### config.mk
export PLATFORM = sky130hd
export DESIGN_NAME = uart_slice
export DESIGN_NICKNAME = d
export VERILOG_FILES = /design/src/uart_slice_pkg.sv /design/src/uart_slice.sv
export SDC_FILE = /design/constraint.sdc
export NUM_CORES = 1
export LEC_CHECK = 0
export BUFFER_PORTS_ARGS = -buffer_cell sky130_fd_sc_hd__buf_2
export CORE_MARGIN = 3
export CORE_UTILIZATION = 40
export CTS_CLUSTER_DIAMETER = 40
export DETAILED_ROUTE_END_ITERATION = 10
export PLACE_DENSITY = 0.69
export SLEW_MARGIN = 20
export SYNTH_ARGS = -nofsm -noshare
export SYNTH_HDL_FRONTEND = slang
export SYNTH_SLANG_ARGS = --single-unit
### constraint.sdc
create_clock -name CLK -period 3.3 [get_ports CLK]
set_clock_uncertainty 0.05 [all_clocks]
set_input_delay 0.33 -clock CLK [delete_from_list [all_inputs] [get_ports CLK]]
set_output_delay 0.33 -clock CLK [all_outputs]
set_load 0.03 [all_outputs]
### src/uart_slice_pkg.sv
package uart_slice_pkg;
  // Register byte addresses
  localparam logic [7:0] OFS_STATUS_ONE   = 8'h00;
  localparam logic [7:0] OFS_STATUS_TWO   = 8'h04;
  localparam logic [7:0] OFS_CONTROL_THR  = 8'h08;
  localparam logic [7:0] OFS_DATA         = 8'h0C;
  localparam logic [7:0] OFS_MODE         = 8'h10;
  localparam logic [7:0] OFS_IRQ_STATUS   = 8'h14;
  localparam logic [7:0] OFS_IRQ_MASK     = 8'h18;
  // Status one field positions
  localparam int RX_FULL_POS  = 5;
  localparam int OVERRUN_POS  = 3;
  localparam int NOISE_POS    = 2;
  localparam int FRAMING_POS  = 1;
  localparam int PARITY_POS   = 0;
  // Status two field positions
  localparam int LONG_BRK_POS = 2;
  localparam int RX_ACT_POS   = 0;
  // Control three field positions
  localparam int RX9_POS      = 7;
  localparam int TX9_POS      = 6;
  localparam int SINGLE_WIRE_TX_DIRECTION_POS    = 5;
  localparam int TX_POLARITY_INVERT_POS    = 4;
  localparam int OVERRUN_IRQ_ENABLE_POS     = 3;
  localparam int NOISE_IRQ_ENABLE_POS     = 2;
  localparam int FRAMING_IRQ_ENABLE_POS     = 1;
  localparam int PARITY_IRQ_ENABLE_POS     = 0;
  // Mode register field positions
  localparam int NINE_POS     = 0;
  localparam int LOOP_POS     = 1;
  localparam int RECEIVER_SOURCE_SELECT_POS     = 2;
  // Reset values
  localparam logic [7:0] RST_BYTE = 8'h00;
  // Frame and break lengths in bit times
  localparam logic [3:0] FRAME_LEN_8   = 4'hA;
  localparam logic [3:0] FRAME_LEN_9   = 4'hB;
  localparam logic [3:0] BREAK_SHORT   = 4'hA;
  localparam logic [3:0] BREAK_LONG    = 4'hD;
  // Interrupt status bit positions
  localparam int EV_RX_FULL   = 0;
  localparam int EV_ERROR     = 1;
  localparam int EV_RX_START  = 2;
endpackage : uart_slice_pkg

### src/uart_slice.sv
// Summary of operation
// - Break is 10 bit times, 13 with long break; one more in nine-bit mode.
// - Framing errors are detected independent of long-break select.
// - Receiver-active sets on valid start bit, clears on idle line.
// - Receiver-active flag is read-only; writes leave it unchanged.
// - Nine-bit receive full clears only after ninth bit and data both read.
// - Data write sends nine bits to shifter; stored ninth bit only in nine-bit mode, else zero.
// - Single-wire mode: direction bit 0 makes transmit pin input, 1 output.
// - Polarity invert flips every transmit level: data, start, stop, break, idle.
// - Overrun flag with its enable raises an interrupt request.
// - Noise flag with its enable raises an interrupt request.
// - Framing flag with its enable raises an interrupt request.
// - Parity flag with its enable raises an interrupt request.
// - Data address: read gives receive buffer, write loads transmit buffer.
// - Eight-bit receive full clears after status-one read then data read.
// - Frame is ten bits normally, eleven bits in nine-bit mode.
module uart_slice
  import uart_slice_pkg::*;
(
  // Clock and reset
  input  wire logic        CLK,
  input  wire logic        RST_B,
  // AHB-Lite slave
  input  wire logic        HSEL,
  input  wire logic [7:0]  HADDR,
  input  wire logic [1:0]  HTRANS,
  input  wire logic        HWRITE,
  input  wire logic [2:0]  HSIZE,
  input  wire logic [31:0] HWDATA,
  input  wire logic        HREADY,
  output logic      [31:0] HRDATA,
  output logic             HREADYOUT,
  output logic             HRESP,
  // Receiver core events, same clock
  input  wire logic        RX_START_VALID,
  input  wire logic        RX_IDLE_DETECT,
  input  wire logic        RX_CHAR_DONE,
  input  wire logic [8:0]  RX_CHAR_DATA,
  input  wire logic        RX_NOISE,
  input  wire logic        RX_STOP_LOW,
  input  wire logic        RX_PARITY_BAD,
  // Transmitter core interface
  output logic             TX_LOAD,
  output logic      [8:0]  TX_WORD,
  input  wire logic        TX_RAW,
  output logic             TX_OUT,
  output logic             TX_OE,
  output logic      [3:0]  BREAK_LEN,
  output logic      [3:0]  FRAME_LEN,
  // Mode selects toward the unit
  output logic             NINE_BIT_MODE,
  output logic             LOOP_MODE,
  output logic             RX_SOURCE,
  // Interrupts
  output logic             ERR_IRQ,
  output logic             IRQ
);

  // Bus timing overview
  // Address phase is taken on the edge with select, ready and transfer
  // Data phase follows in the next cycle, with no wait state
  // Writes land at the end of the data phase
  // Reads are muxed from registers during the data phase
  // Size is ignored; only whole aligned words are expected

  // Address phase capture
  logic        wr_q;
  logic        rd_q;
  logic [7:0]  addr_q;
  logic        acc_ph;
  assign acc_ph = HSEL & HREADY & HTRANS[1];

  always_ff @(posedge CLK) begin
    if (!RST_B) begin
      wr_q   <= 1'b0;
      rd_q   <= 1'b0;
      addr_q <= RST_BYTE;
    end else begin
      wr_q   <= acc_ph & HWRITE;
      rd_q   <= acc_ph & ~HWRITE;
      addr_q <= acc_ph ? HADDR : addr_q;
    end
  end

  // Slave never stalls the bus
  // Every register is a flip-flop, so no access needs extra time
  // Error response is never used, even for unmapped offsets

  // Zero wait states; every access answers OKAY
  assign HREADYOUT = 1'b1;
  assign HRESP     = 1'b0;

  // Strobes are decoded from the captured address
  // Decoding in the data phase keeps write data and strobe aligned
  // Unmapped offsets decode to nothing: writes drop, reads give zero

  // Decoded accesses in data phase
  logic wr_c3, wr_data, wr_mode, wr_ist, wr_imask, wr_s2;
  logic rd_s1, rd_c3, rd_data;
  assign wr_s2    = wr_q & (addr_q == OFS_STATUS_TWO);
  assign wr_c3    = wr_q & (addr_q == OFS_CONTROL_THR);
  assign wr_data  = wr_q & (addr_q == OFS_DATA);
  assign wr_mode  = wr_q & (addr_q == OFS_MODE);
  assign wr_ist   = wr_q & (addr_q == OFS_IRQ_STATUS);
  assign wr_imask = wr_q & (addr_q == OFS_IRQ_MASK);
  assign rd_s1    = rd_q & (addr_q == OFS_STATUS_ONE);
  assign rd_c3    = rd_q & (addr_q == OFS_CONTROL_THR);
  assign rd_data  = rd_q & (addr_q == OFS_DATA);

  // Control state
  logic       long_break_select_q;
  logic       tx_ninth_bit_q;
  logic       single_wire_tx_direction_q;
  logic       tx_polarity_invert_q;
  logic [3:0] err_irq_enable_q;
  logic [2:0] mode_q;

  // Control register notes
  // Long-break select stays writable in status two
  // In status two, only the receiver-active flag ignores writes
  // Ninth transmit bit holds its value between data writes
  // Software that sends mark or space parity may leave it alone
  // Error enables sit in the low nibble of control three

  // Writable control bits; receiver-active has no write path
  always_ff @(posedge CLK) begin
    if (!RST_B) begin
      long_break_select_q        <= 1'b0;
      tx_ninth_bit_q             <= 1'b0;
      single_wire_tx_direction_q <= 1'b0;
      tx_polarity_invert_q       <= 1'b0;
      err_irq_enable_q           <= 4'h0;
      mode_q                     <= 3'h0;
    end else begin
      if (wr_s2) begin
        long_break_select_q <= HWDATA[LONG_BRK_POS];
      end
      if (wr_c3) begin
        tx_ninth_bit_q             <= HWDATA[TX9_POS];
        single_wire_tx_direction_q <= HWDATA[SINGLE_WIRE_TX_DIRECTION_POS];
        tx_polarity_invert_q       <= HWDATA[TX_POLARITY_INVERT_POS];
        err_irq_enable_q           <= HWDATA[3:0];
      end
      if (wr_mode) begin
        mode_q <= HWDATA[2:0];
      end
    end
  end

  assign NINE_BIT_MODE = mode_q[NINE_POS];
  assign LOOP_MODE     = mode_q[LOOP_POS];
  assign RX_SOURCE     = mode_q[RECEIVER_SOURCE_SELECT_POS];

  // Lengths are given in bit times to the shifter
  // Nine-bit mode adds one bit to both break and frame
  // Long break adds three bit times to the short break
  // Receiver framing check never looks at break length

  // Break and frame length selection; framing check ignores break length
  always_comb begin
    BREAK_LEN = long_break_select_q ? BREAK_LONG : BREAK_SHORT;
    if (NINE_BIT_MODE) begin
      BREAK_LEN = BREAK_LEN + 4'h1;
    end
    FRAME_LEN = NINE_BIT_MODE ? FRAME_LEN_9 : FRAME_LEN_8;
  end

  // Receiver-active tracking
  // Start wins when both events fall in the same cycle
  // Useful before entering a low-power state mid-character
  // Events arrive from logic on the same clock, so no synchroniser

  // Receiver-active flag follows start and idle events
  logic receiver_active_flag_q;
  always_ff @(posedge CLK) begin
    if (!RST_B) begin
      receiver_active_flag_q <= 1'b0;
    end else if (RX_START_VALID) begin
      receiver_active_flag_q <= 1'b1;
    end else if (RX_IDLE_DETECT) begin
      receiver_active_flag_q <= 1'b0;
    end
  end

  // Receive buffer and status flags
  logic [7:0] rx_buf_q;
  logic       rx_ninth_bit_q;
  logic       rx_full_flag_q;
  logic       overrun_q;
  logic       noise_flag_q;
  logic       framing_error_flag_q;
  logic       parity_error_flag_q;
  logic       armed_q;
  logic       data_seen_q;
  logic       c3_seen_q;
  logic       clear_now;
  logic       load_char;

  // Arming only counts if the flags were up when status one was read
  assign load_char = RX_CHAR_DONE & ~rx_full_flag_q;
  assign clear_now = armed_q &
                     (rd_data | data_seen_q) &
                     (~NINE_BIT_MODE | rd_c3 | c3_seen_q);

  // Clear sequence notes
  // Step one: status one read while full or overrun is set
  // Step two: data read, plus control three read in nine-bit mode
  // Data and control three reads may come in either order
  // Reads before the status one read do not count
  // A fresh character restarts the sequence from scratch
  // Hazard: a stale arm could otherwise clear a new character

  // Two-step clear sequence; a new character beats a same-cycle clear
  always_ff @(posedge CLK) begin
    if (!RST_B) begin
      armed_q     <= 1'b0;
      data_seen_q <= 1'b0;
      c3_seen_q   <= 1'b0;
    end else if (clear_now | load_char) begin
      armed_q     <= 1'b0;
      data_seen_q <= 1'b0;
      c3_seen_q   <= 1'b0;
    end else begin
      if (rd_s1 & (rx_full_flag_q | overrun_q)) begin
        armed_q <= 1'b1;
      end
      if (armed_q & rd_data) begin
        data_seen_q <= 1'b1;
      end
      if (armed_q & rd_c3) begin
        c3_seen_q <= 1'b1;
      end
    end
  end

  // Receive buffer notes
  // Error flags load together with the character
  // A character arriving while full is lost; only overrun is set
  // Error flags of the lost character are dropped as well
  // All flags clear together at the end of the clear sequence

  // Character capture; an overrun keeps the old character
  always_ff @(posedge CLK) begin
    if (!RST_B) begin
      rx_buf_q             <= RST_BYTE;
      rx_ninth_bit_q       <= 1'b0;
      rx_full_flag_q       <= 1'b0;
      overrun_q            <= 1'b0;
      noise_flag_q         <= 1'b0;
      framing_error_flag_q <= 1'b0;
      parity_error_flag_q  <= 1'b0;
    end else if (load_char) begin
      rx_buf_q             <= RX_CHAR_DATA[7:0];
      rx_ninth_bit_q       <= RX_CHAR_DATA[8];
      rx_full_flag_q       <= 1'b1;
      noise_flag_q         <= RX_NOISE;
      framing_error_flag_q <= RX_STOP_LOW;
      parity_error_flag_q  <= RX_PARITY_BAD;
    end else if (RX_CHAR_DONE) begin
      overrun_q <= 1'b1;
    end else if (clear_now) begin
      rx_full_flag_q       <= 1'b0;
      overrun_q            <= 1'b0;
      noise_flag_q         <= 1'b0;
      framing_error_flag_q <= 1'b0;
      parity_error_flag_q  <= 1'b0;
    end
  end

  // Transmit buffer load hands nine bits to the shifter
  always_ff @(posedge CLK) begin
    if (!RST_B) begin
      TX_LOAD <= 1'b0;
      TX_WORD <= 9'h000;
    end else begin
      TX_LOAD <= wr_data;
      if (wr_data) begin
        TX_WORD <= {tx_ninth_bit_q & NINE_BIT_MODE, HWDATA[7:0]};
      end
    end
  end

  // Transmit pin notes
  // Inversion covers every level, idle and break included
  // Output enable high means the pin is driven
  // Pin is released only in single-wire mode with direction zero

  // Pin drive; single-wire mode may turn the pin around
  logic single_wire;
  assign single_wire = LOOP_MODE & RX_SOURCE;
  assign TX_OUT = TX_RAW ^ tx_polarity_invert_q;
  assign TX_OE  = ~single_wire | single_wire_tx_direction_q;

  // Error requests gated by their enables
  logic [3:0] err_req;
  assign err_req[3] = overrun_q & err_irq_enable_q[OVERRUN_IRQ_ENABLE_POS];
  assign err_req[2] = noise_flag_q & err_irq_enable_q[NOISE_IRQ_ENABLE_POS];
  assign err_req[1] = framing_error_flag_q & err_irq_enable_q[FRAMING_IRQ_ENABLE_POS];
  assign err_req[0] = parity_error_flag_q & err_irq_enable_q[PARITY_IRQ_ENABLE_POS];
  assign ERR_IRQ = |err_req;

  // Interrupt event notes
  // Bit zero marks a character load
  // Bit one marks a load while an enabled error is pending
  // Bit two marks a valid start bit
  // Mask has the same layout; the output is a level

  // Sticky event bits, write one to clear; a new event wins
  logic [2:0] ev_now;
  logic [2:0] irq_status_q;
  logic [2:0] irq_mask_q;
  assign ev_now = {RX_START_VALID, |err_req & load_char, load_char};

  always_ff @(posedge CLK) begin
    if (!RST_B) begin
      irq_status_q <= 3'h0;
      irq_mask_q   <= 3'h0;
    end else begin
      irq_status_q <= (irq_status_q & ~(wr_ist ? HWDATA[2:0] : 3'h0)) | ev_now;
      if (wr_imask) begin
        irq_mask_q <= HWDATA[2:0];
      end
    end
  end

  assign IRQ = |(irq_status_q & irq_mask_q);

  // Read mux for the data phase
  logic [7:0] rd_byte;
  always_comb begin
    rd_byte = 8'h00;
    case (addr_q)
      OFS_STATUS_ONE:  rd_byte = {2'b00, rx_full_flag_q, 1'b0, overrun_q,
                                  noise_flag_q, framing_error_flag_q,
                                  parity_error_flag_q};
      OFS_STATUS_TWO:  rd_byte = {5'h00, long_break_select_q, 1'b0,
                                  receiver_active_flag_q};
      OFS_CONTROL_THR: rd_byte = {rx_ninth_bit_q, tx_ninth_bit_q,
                                  single_wire_tx_direction_q,
                                  tx_polarity_invert_q, err_irq_enable_q};
      OFS_DATA:        rd_byte = rx_buf_q;
      OFS_MODE:        rd_byte = {5'h00, mode_q};
      OFS_IRQ_STATUS:  rd_byte = {5'h00, irq_status_q};
      OFS_IRQ_MASK:    rd_byte = {5'h00, irq_mask_q};
      default:         rd_byte = 8'h00;
    endcase
  end

  assign HRDATA = {24'h00_0000, rd_byte};

endmodule : uart_slice

Yosys cells after proc, flatten, opt, wreduce, memory -nomap -nowiden
Cells that the tools add are included.
{"block": "totals", "regBits": 55, "latchBits": 0, "mem_bits_rw": 0, "romBits": 0, "in_bits": 66, "output_inout_bits": 59, "elab_cells": 98, "n_memories": 0}
{"block": "op_classes", "addsub": 1, "mul": 0, "n_div": 0, "n_lt_le_gt_ge": 0, "eq_ne": 7, "n_shift": 0, "mux": 14, "bitwise": 43, "reduce_logical": 9}
{"cell": "$pmux W8 S7", "n": 1}
{"cell": "$and A1 B1 Y1", "n": 26}
{"cell": "$eq A8 B5 Y1 const B", "n": 3}
{"cell": "$eq A8 B4 Y1 const B", "n": 2}
{"cell": "$mux W1", "n": 10}
{"cell": "$eq A8 B3 Y1 const B", "n": 1}
{"cell": "$logic_not A8 Y1", "n": 1}
{"cell": "$and A3 B3 Y3", "n": 2}
{"cell": "$mux W3", "n": 2}
{"cell": "$not A1 Y1", "n": 6}
{"cell": "$or A1 B1 Y1", "n": 6}
{"cell": "$reduce_bool A2 Y1", "n": 3}
{"cell": "$add A4 B1 Y4 const B", "n": 1}
{"cell": "$mux W4", "n": 1}
{"cell": "$reduce_and A2 Y1", "n": 2}
{"cell": "$reduce_or A4 Y1", "n": 1}
{"cell": "$not A3 Y3", "n": 1}
{"cell": "$or A3 B3 Y3", "n": 1}
{"cell": "$reduce_or A3 Y1", "n": 1}
{"cell": "$ne A2 B1 Y1 const B", "n": 1}
{"cell": "$reduce_or A2 Y1", "n": 1}
{"cell": "$xor A1 B1 Y1", "n": 1}

Longest topological paths before layout
Gate-level depths: netlist (run 1).
{"block": "logic_depth", "word_depth": 8, "depth_mapped": 6, "depth_no_buf": 4}

Worst setup path before layout (run 1)
Ideal clock, no wire load.
{"block": "synth_timing", "path_kind": "reg-to-output", "startpoint": "register addr_q[2]", "endpoint": "output HRDATA[2]", "arrival_ns": 1.748, "required_ns": 2.920, "setup_slack_ns": 1.172, "stages_incl_launch_ff": 7, "path_buffers": 2, "path_cell_list": "dfxtp_1 -> clkbuf_1 -> clkbuf_1 -> nand3b_1 -> o21ai_0 -> a22oi_1 -> o21ai_0"}
{"block": "synth_between", "elab_chain_cells": 2, "word_cells_on_any_way": 8, "classes_between": "eq/ne (6); mux (1); reduce/logical (1)"}
{"item": "from (decl)", "line_no": "uart_slice.sv:69", "source": "logic [7:0] addr_q;"}
{"item": "from (signal assigned)", "line_no": "uart_slice.sv:81", "source": "addr_q <= acc_ph ? HADDR : addr_q;"}
{"item": "$eq A8 B5 Y1 (tied with other cells)", "line_no": "uart_slice.sv:332", "source": "case (addr_q)"}
{"item": "$pmux W8 S7 (*)", "line_no": "uart_slice.sv:332"}
{"item": "to (decl)", "line_no": "uart_slice.sv:31", "source": "output logic [31:0] HRDATA,"}
Every way passes the cells marked *; elsewhere a longest branch is shown, timed or not.

Worst setup path after layout (run 1)
{"block": "layout_timing", "startpoint": "register addr_q[4]", "endpoint": "output HRDATA[3]"}
The elaborated chain is that of the path after synthesis.

==> impl_metrics.tcl, run 1 <==
set metrics [dict create \
    syn_area_mm2 0.00282 \
    grt_max_degree 55 \
    critPathLaunchType "register" \
    io-pin-count 125 \
    initial_core_util_pct 42.9 \
    fin_crit_ns 2.83 \
    core_mm2 0.00657 \
    crit_required_ns 2.92 \
    gp_congestion 0.912 \
    synth_area_leaders "dfxtp_1 39%, buf_4 8.5%, a21boi_0 7.2%" \
    clockRootBuffer "clkbuf_8" \
    synth_cell_types 45 \
    max_freq_ghz 0.353 \
    stdcell_count 463 \
    track_usage_pct 15.8 \
    dr.pass1.iters 4 \
    min_from "HWRITE" \
    clock_latency_ns 0.31 \
    cp-startpoint "addr_q[4]" \
    r2r-start "addr_q[4]" \
    yosysTopAreaCell "dfxtp_1" \
    via_per_inst 4.99 \
    grt_overflow 0 \
    grt_pass1_vias 2135 \
    synth-edff-count 0 \
    numCtsBuffers 5 \
    cts_resized 0 \
    final_nets 436 \
    die_h_um 89.9 \
    p_per_area_mw_per_mm2 397 \
    synth-adder-area-share_pct 0.444 \
    synth_compound_area_share_pct 16.8 \
    synth_top_family_by_area "simple AND/OR/NAND/NOR gates" \
    final_core_util_pct 48.2 \
    setup_ws_ns 0.469 \
    status "complete, no violations" \
    drc_errors 0 \
    io_buffer_count 66 \
    cp_max_fo 13 \
    path_class "register to output pin" \
    fill_cells 652 \
    hpwl_um 4730 \
    cp-end-kind "output pin" \
    drt_iter0_markers 173 \
    ant_nets 0 \
    cts_setup_buffers 0 \
    clock-sinks 55 \
    whs_ns 0.130 \
    synth_simple_gate_area_share_pct 23.9 \
    syn_inst 314 \
    rsz0062_at_grt "false" \
    placed_area_mm2 0.00307 \
    synthArstFlopShare_pct 0 \
    tightest_slew_ns 0.815 \
    synth_seq_area_share_pct 39.1 \
    htree_levels 2 \
    hp-class "primary input to register" \
    yosysWarnings 0 \
    fin_total_pwr_mw 1.26 \
    place_ws_ns 0.858 \
    clockBufferDepth 2 \
    finalSetupTns_ns 0 \
    power.leakage_nw 1.27 \
    n_antenna_cell 0 \
    slew_viol_final 0 \
    dp.cells 455 \
    yosys.area.top_type_share_pct 39.1 \
    maxSlewHeadroom_pct 45.6 \
    wl_per_cell_um 13.8 \
    worstPathArrival_ns 2.45 \
    drt-total-wl_um 6410 \
    cts_tree "done" \
    maxCapViolations 0 \
    grt_antenna_before_repair 0 \
    core.rowCount 29 \
    fin_crit_sh_pct 85.8 \
    ctsHoldBuffers 0 \
    grt_pass1_wl_um 10700 \
    vias 2309 \
    area_delta_synth_final_pct 12.4 \
    postSynthAreaPerCell_um2 8.97 \
    die_area_mm2 0.00809 \
    vdd_drop_max_mv 0.257 \
    clk_pin_slew_ns 0.10 \
    final_area_mm2 0.00317 \
    hold_viol_final 0 \
    synth_xor_area_share_pct 0.311 \
    synth_mux_area_share_pct 7.24 \
    die_x_um 89.9 \
    drive_gt1_share_pct 24.1 \
    finalSetupViolCount 0 \
    ys_ff_latch 55 \
    synth-main-ff-cell "dfxtp_1" \
]
[layout make-up]
type	instances	area, um^2	share of cell area (%)
clock buffers	5	68.8	2.17
clock inverters	3	23.8	0.751
inverters	7	26.3	0.830
multi-input cells	232	1490	46.9
flip-flops and latches	55	1100	34.8
well taps	93	116	3.67
repair buffers	68	345	10.9
[flip-flops by register name, summed over array words and instances, names as in the netlist, 3 cells and up]
register / cells
irq_mask_q: 3
err_irq_enable_q: 4
TX_WORD: 9
mode_q: 3
irq_status_q: 3
addr_q: 8
rx_buf_q: 8
[path summary, 6_finish.rpt]
| check | slack (ns) | to | cells past startpoint |
|---|---|---|---|
| setup / recovery | 0.47 | HRDATA[3] | 6 |
| setup reg to reg | 1.13 | TX_WORD[4] | 5 |
| hold / removal | 0.13 | rd_q | 2 |
| hold reg to reg | 0.43 | rx_buf_q[7] | 2 |
[synthesized netlist by cell type (5+ instances only)]
master	number
dfxtp_1	55
nand3_1	10
o21ai_0	7
buf_4	32
nand3b_1	5
clkbuf_1	13
a32o_1	5
mux2i_1	17
a21boi_0	27
nor2b_1	18
inv_1	7
nor3_1	8
o21a_1	5
nand2_1	51
[critical path, cell delays in order, from the launching register on]
cell      delay, ns
dfxtp_1        0.31
buf_4          0.18
or4_4          0.60
nor3_1         0.50
a222oi_1       0.24
inv_1          0.11
buf_2          0.20
[kinds of logic after synthesis]
logic type,Yosys count
mux,19
flops,55
other cells,2
simple gates,118
xor+xnor,1
compound gates,63
fa+ha+maj,1
buf+inv,55
[cells in the final DEF (no fill, tap or decap), types with 5 or more instances in the layout]
cell and instances:
nor3_1 8, nand2_1 51, mux2i_1 17, a32o_1 5
inv_1 7, dfxtp_1 55, nand3_1 10, buf_2 66
o21ai_0 7, nand3b_1 5, conb_1 30, o21a_1 5
clkbuf_8 5, a21boi_0 27, nor2b_1 18
[power breakdown]
| part | internal, mW | switching [mW] |
|---|---|---|
| combinational | 0.0563 | 0.119 |
| sequential | 0.681 | 0.0193 |
| clock | 0.152 | 0.230 |
| total | 0.889 | 0.369 |
[per-layer routing]
layer	global-route usage [%]	vias to the layer above	share of wire, %
li1	-	1134	-
met1	21.7	1082	47
met2	24.9	82	45
met3	3.26	11	6.1
met4	5.36	0	1.6
met5	0	-	0
Note: power is estimated with default switching activity, not from simulation.
==> run 2, diff against run 1 <==
Settings changed: CELL_PAD_IN_SITES_DETAIL_PLACEMENT from default to 1, CELL_PAD_IN_SITES_GLOBAL_PLACEMENT from default to 2, CORE_UTILIZATION 40 to 28, MAX_ROUTING_LAYER from default to met4, PLACE_DENSITY 0.69 to default, PLACE_DENSITY_LB_ADDON from default to 0.1.
==> impl_metrics.tcl, run 2 (synthesis gave the netlist of run 1 again) <==
set metrics [dict create \
    cts_tree "done" \
    status "complete, no violations" \
    rsz0062_at_grt "false" \
    top_register "TX_WORD" \
    cp-end-kind "output pin" \
    power.leakage_nw 1.30 \
    fin_crit_sh_pct 79.7 \
    final_nets 437 \
    cp_max_fo 7 \
    drt-total-wl_um 7720 \
    vias 2289 \
    ant_nets 0 \
    whs_endpoint "rd_q" \
    io-pin-count 125 \
    fin_crit_ns 2.63 \
    rr_endpoint "TX_WORD[4]" \
    pwr-share-comb_pct 13.4 \
    finalSetupViolCount 0 \
    via_per_inst 4.58 \
    htree_levels 2 \
    track_usage_pct 14.2 \
    p_int_uw 986 \
    r2r-start "addr_q[3]" \
    grt_pass1_vias 2295 \
    grt_max_degree 55 \
    min_from "HWRITE" \
    numCtsBuffers 5 \
    clk_pin_slew_ns 0.09 \
    p_per_area_mw_per_mm2 417 \
    ctsHoldBuffers 0 \
    n_antenna_cell 0 \
    cts_setup_buffers 0 \
    crit_required_ns 2.92 \
    die_h_um 106 \
    pwr-share-seq_pct 51.8 \
    largest_reg_flops 9 \
    finalSetupTns_ns 0 \
    reg_top3 "TX_WORD (9), addr_q (8), rx_buf_q (8)" \
    hold_depth 2 \
    r2r.worst_path.cells 4 \
    dr.pass1.iters 5 \
    clockRootBuffer "clkbuf_8" \
    gp_congestion 0.764 \
    power.switching_uw 367 \
    tightest_slew_ns 0.889 \
    clock-sinks 55 \
    maxSlewHeadroom_pct 40.6 \
    drive_gt1_share_pct 24.3 \
    max_freq_ghz 0.380 \
    maxCapViolations 0 \
    slew_viol_final 0 \
    die_x_um 106 \
    r2r_slack_ns 1.15 \
    critPathLaunchType "register" \
    vdd_drop_max_mv 0.247 \
    layout_commonest_cell "buf_2" \
    grt_antenna_before_repair 0 \
    hold_viol_final 0 \
    pwr-share-clk_pct 34.8 \
    cts_resized 0 \
    io_buffer_count 66 \
    die_area_mm2 0.0113 \
    core_mm2 0.00950 \
    clock_latency_ns 0.31 \
    area_delta_synth_final_pct 15.1 \
    core.rowCount 35 \
    netSwitchingFraction_pct 27.1 \
    hpwl_um 5880 \
    whs_ns 0.142 \
    worstPathArrival_ns 2.25 \
    grt_pass1_wl_um 12400 \
    initial_core_util_pct 29.7 \
    drt_iter0_markers 68 \
    wl_per_cell_um 15.4 \
    hp-class "primary input to register" \
    fill_cells 1154 \
    grt_overflow 0 \
    layout_common_cells "66 x buf_2, 55 x dfxtp_1, 51 x nand2_1" \
    path_class "register to output pin" \
    clockBufferDepth 2 \
    drc_errors 0 \
]
==> run 2: critical path, cell delays in order (launching register included) <==
cell     delay (ns)
dfxtp_1        0.37
or4_4          0.59
nor4_4         0.50
a32o_1         0.19
a31o_2         0.10
buf_2          0.19
==> run 2: worst max-delay path by stage <==
stage / from / depth (start not counted) / to / slack [ns]
final: addr_q[5] / 5 / HRDATA[0] / 0.67
after global routing: addr_q[5] / 5 / HRDATA[0] / 0.54
after CTS: addr_q[5] / 5 / HRDATA[0] / 0.63
after detailed placement: addr_q[5] / 5 / HRDATA[0] / 0.98
after global placement: addr_q[5] / 5 / HRDATA[0] / 0.98
after floorplan: addr_q[2] / 6 / HRDATA[2] / 1.17
==> run 2: stage by stage <==
| stage | worst slack (ns) | area (um^2) | total power [mW] | std cells | utilization (%) |
|---|---|---|---|---|---|
| CTS | 0.633 | 3240 | 1.37 | 500 | 34.1 |
| global route | 0.541 | 3240 | 1.42 | 500 | 34.1 |
| floorplan | 1.17 | 2920 | 0.865 | 342 | - |
| finish | 0.670 | 3240 | 1.35 | 500 | 34.1 |
| detailed placement | 0.984 | 3130 | 0.900 | 492 | 32.9 |
| global placement | 0.982 | 3130 | 0.897 | 492 | 32.9 |
==> run 2: power groups by stage <==
stage | clock (mW) | sequential [mW] | combinational, mW
after floorplan | 0 | 0.707 | 0.158
after global placement | 0 | 0.716 | 0.181
after detailed placement | 0 | 0.716 | 0.183
after CTS | 0.489 | 0.701 | 0.184
after global routing | 0.516 | 0.704 | 0.200
final | 0.470 | 0.701 | 0.182
==> run 2: per-layer routing <==
metal / vias up / track usage (%) / share of wire, %
met2: 63 / 22.1 / 45
met3: 5 / 2.49 / 4.5
met5: - / - / 0
met4: 0 / 3.33 / 0.74
met1: 1078 / 19.1 / 49
li1: 1143 / - / -
==> run 2: final cells by class <==
type                    count  area, um^2  share of cell area, %
inverters                   7        26.3                  0.810
multi-input cells         232        1490                   45.8
repair buffers             69         353                   10.9
clock buffers               6        82.6                   2.55
well taps                 129         161                   4.97
clock inverters             2        35.0                   1.08
flip-flops and latches     55        1100                   33.9
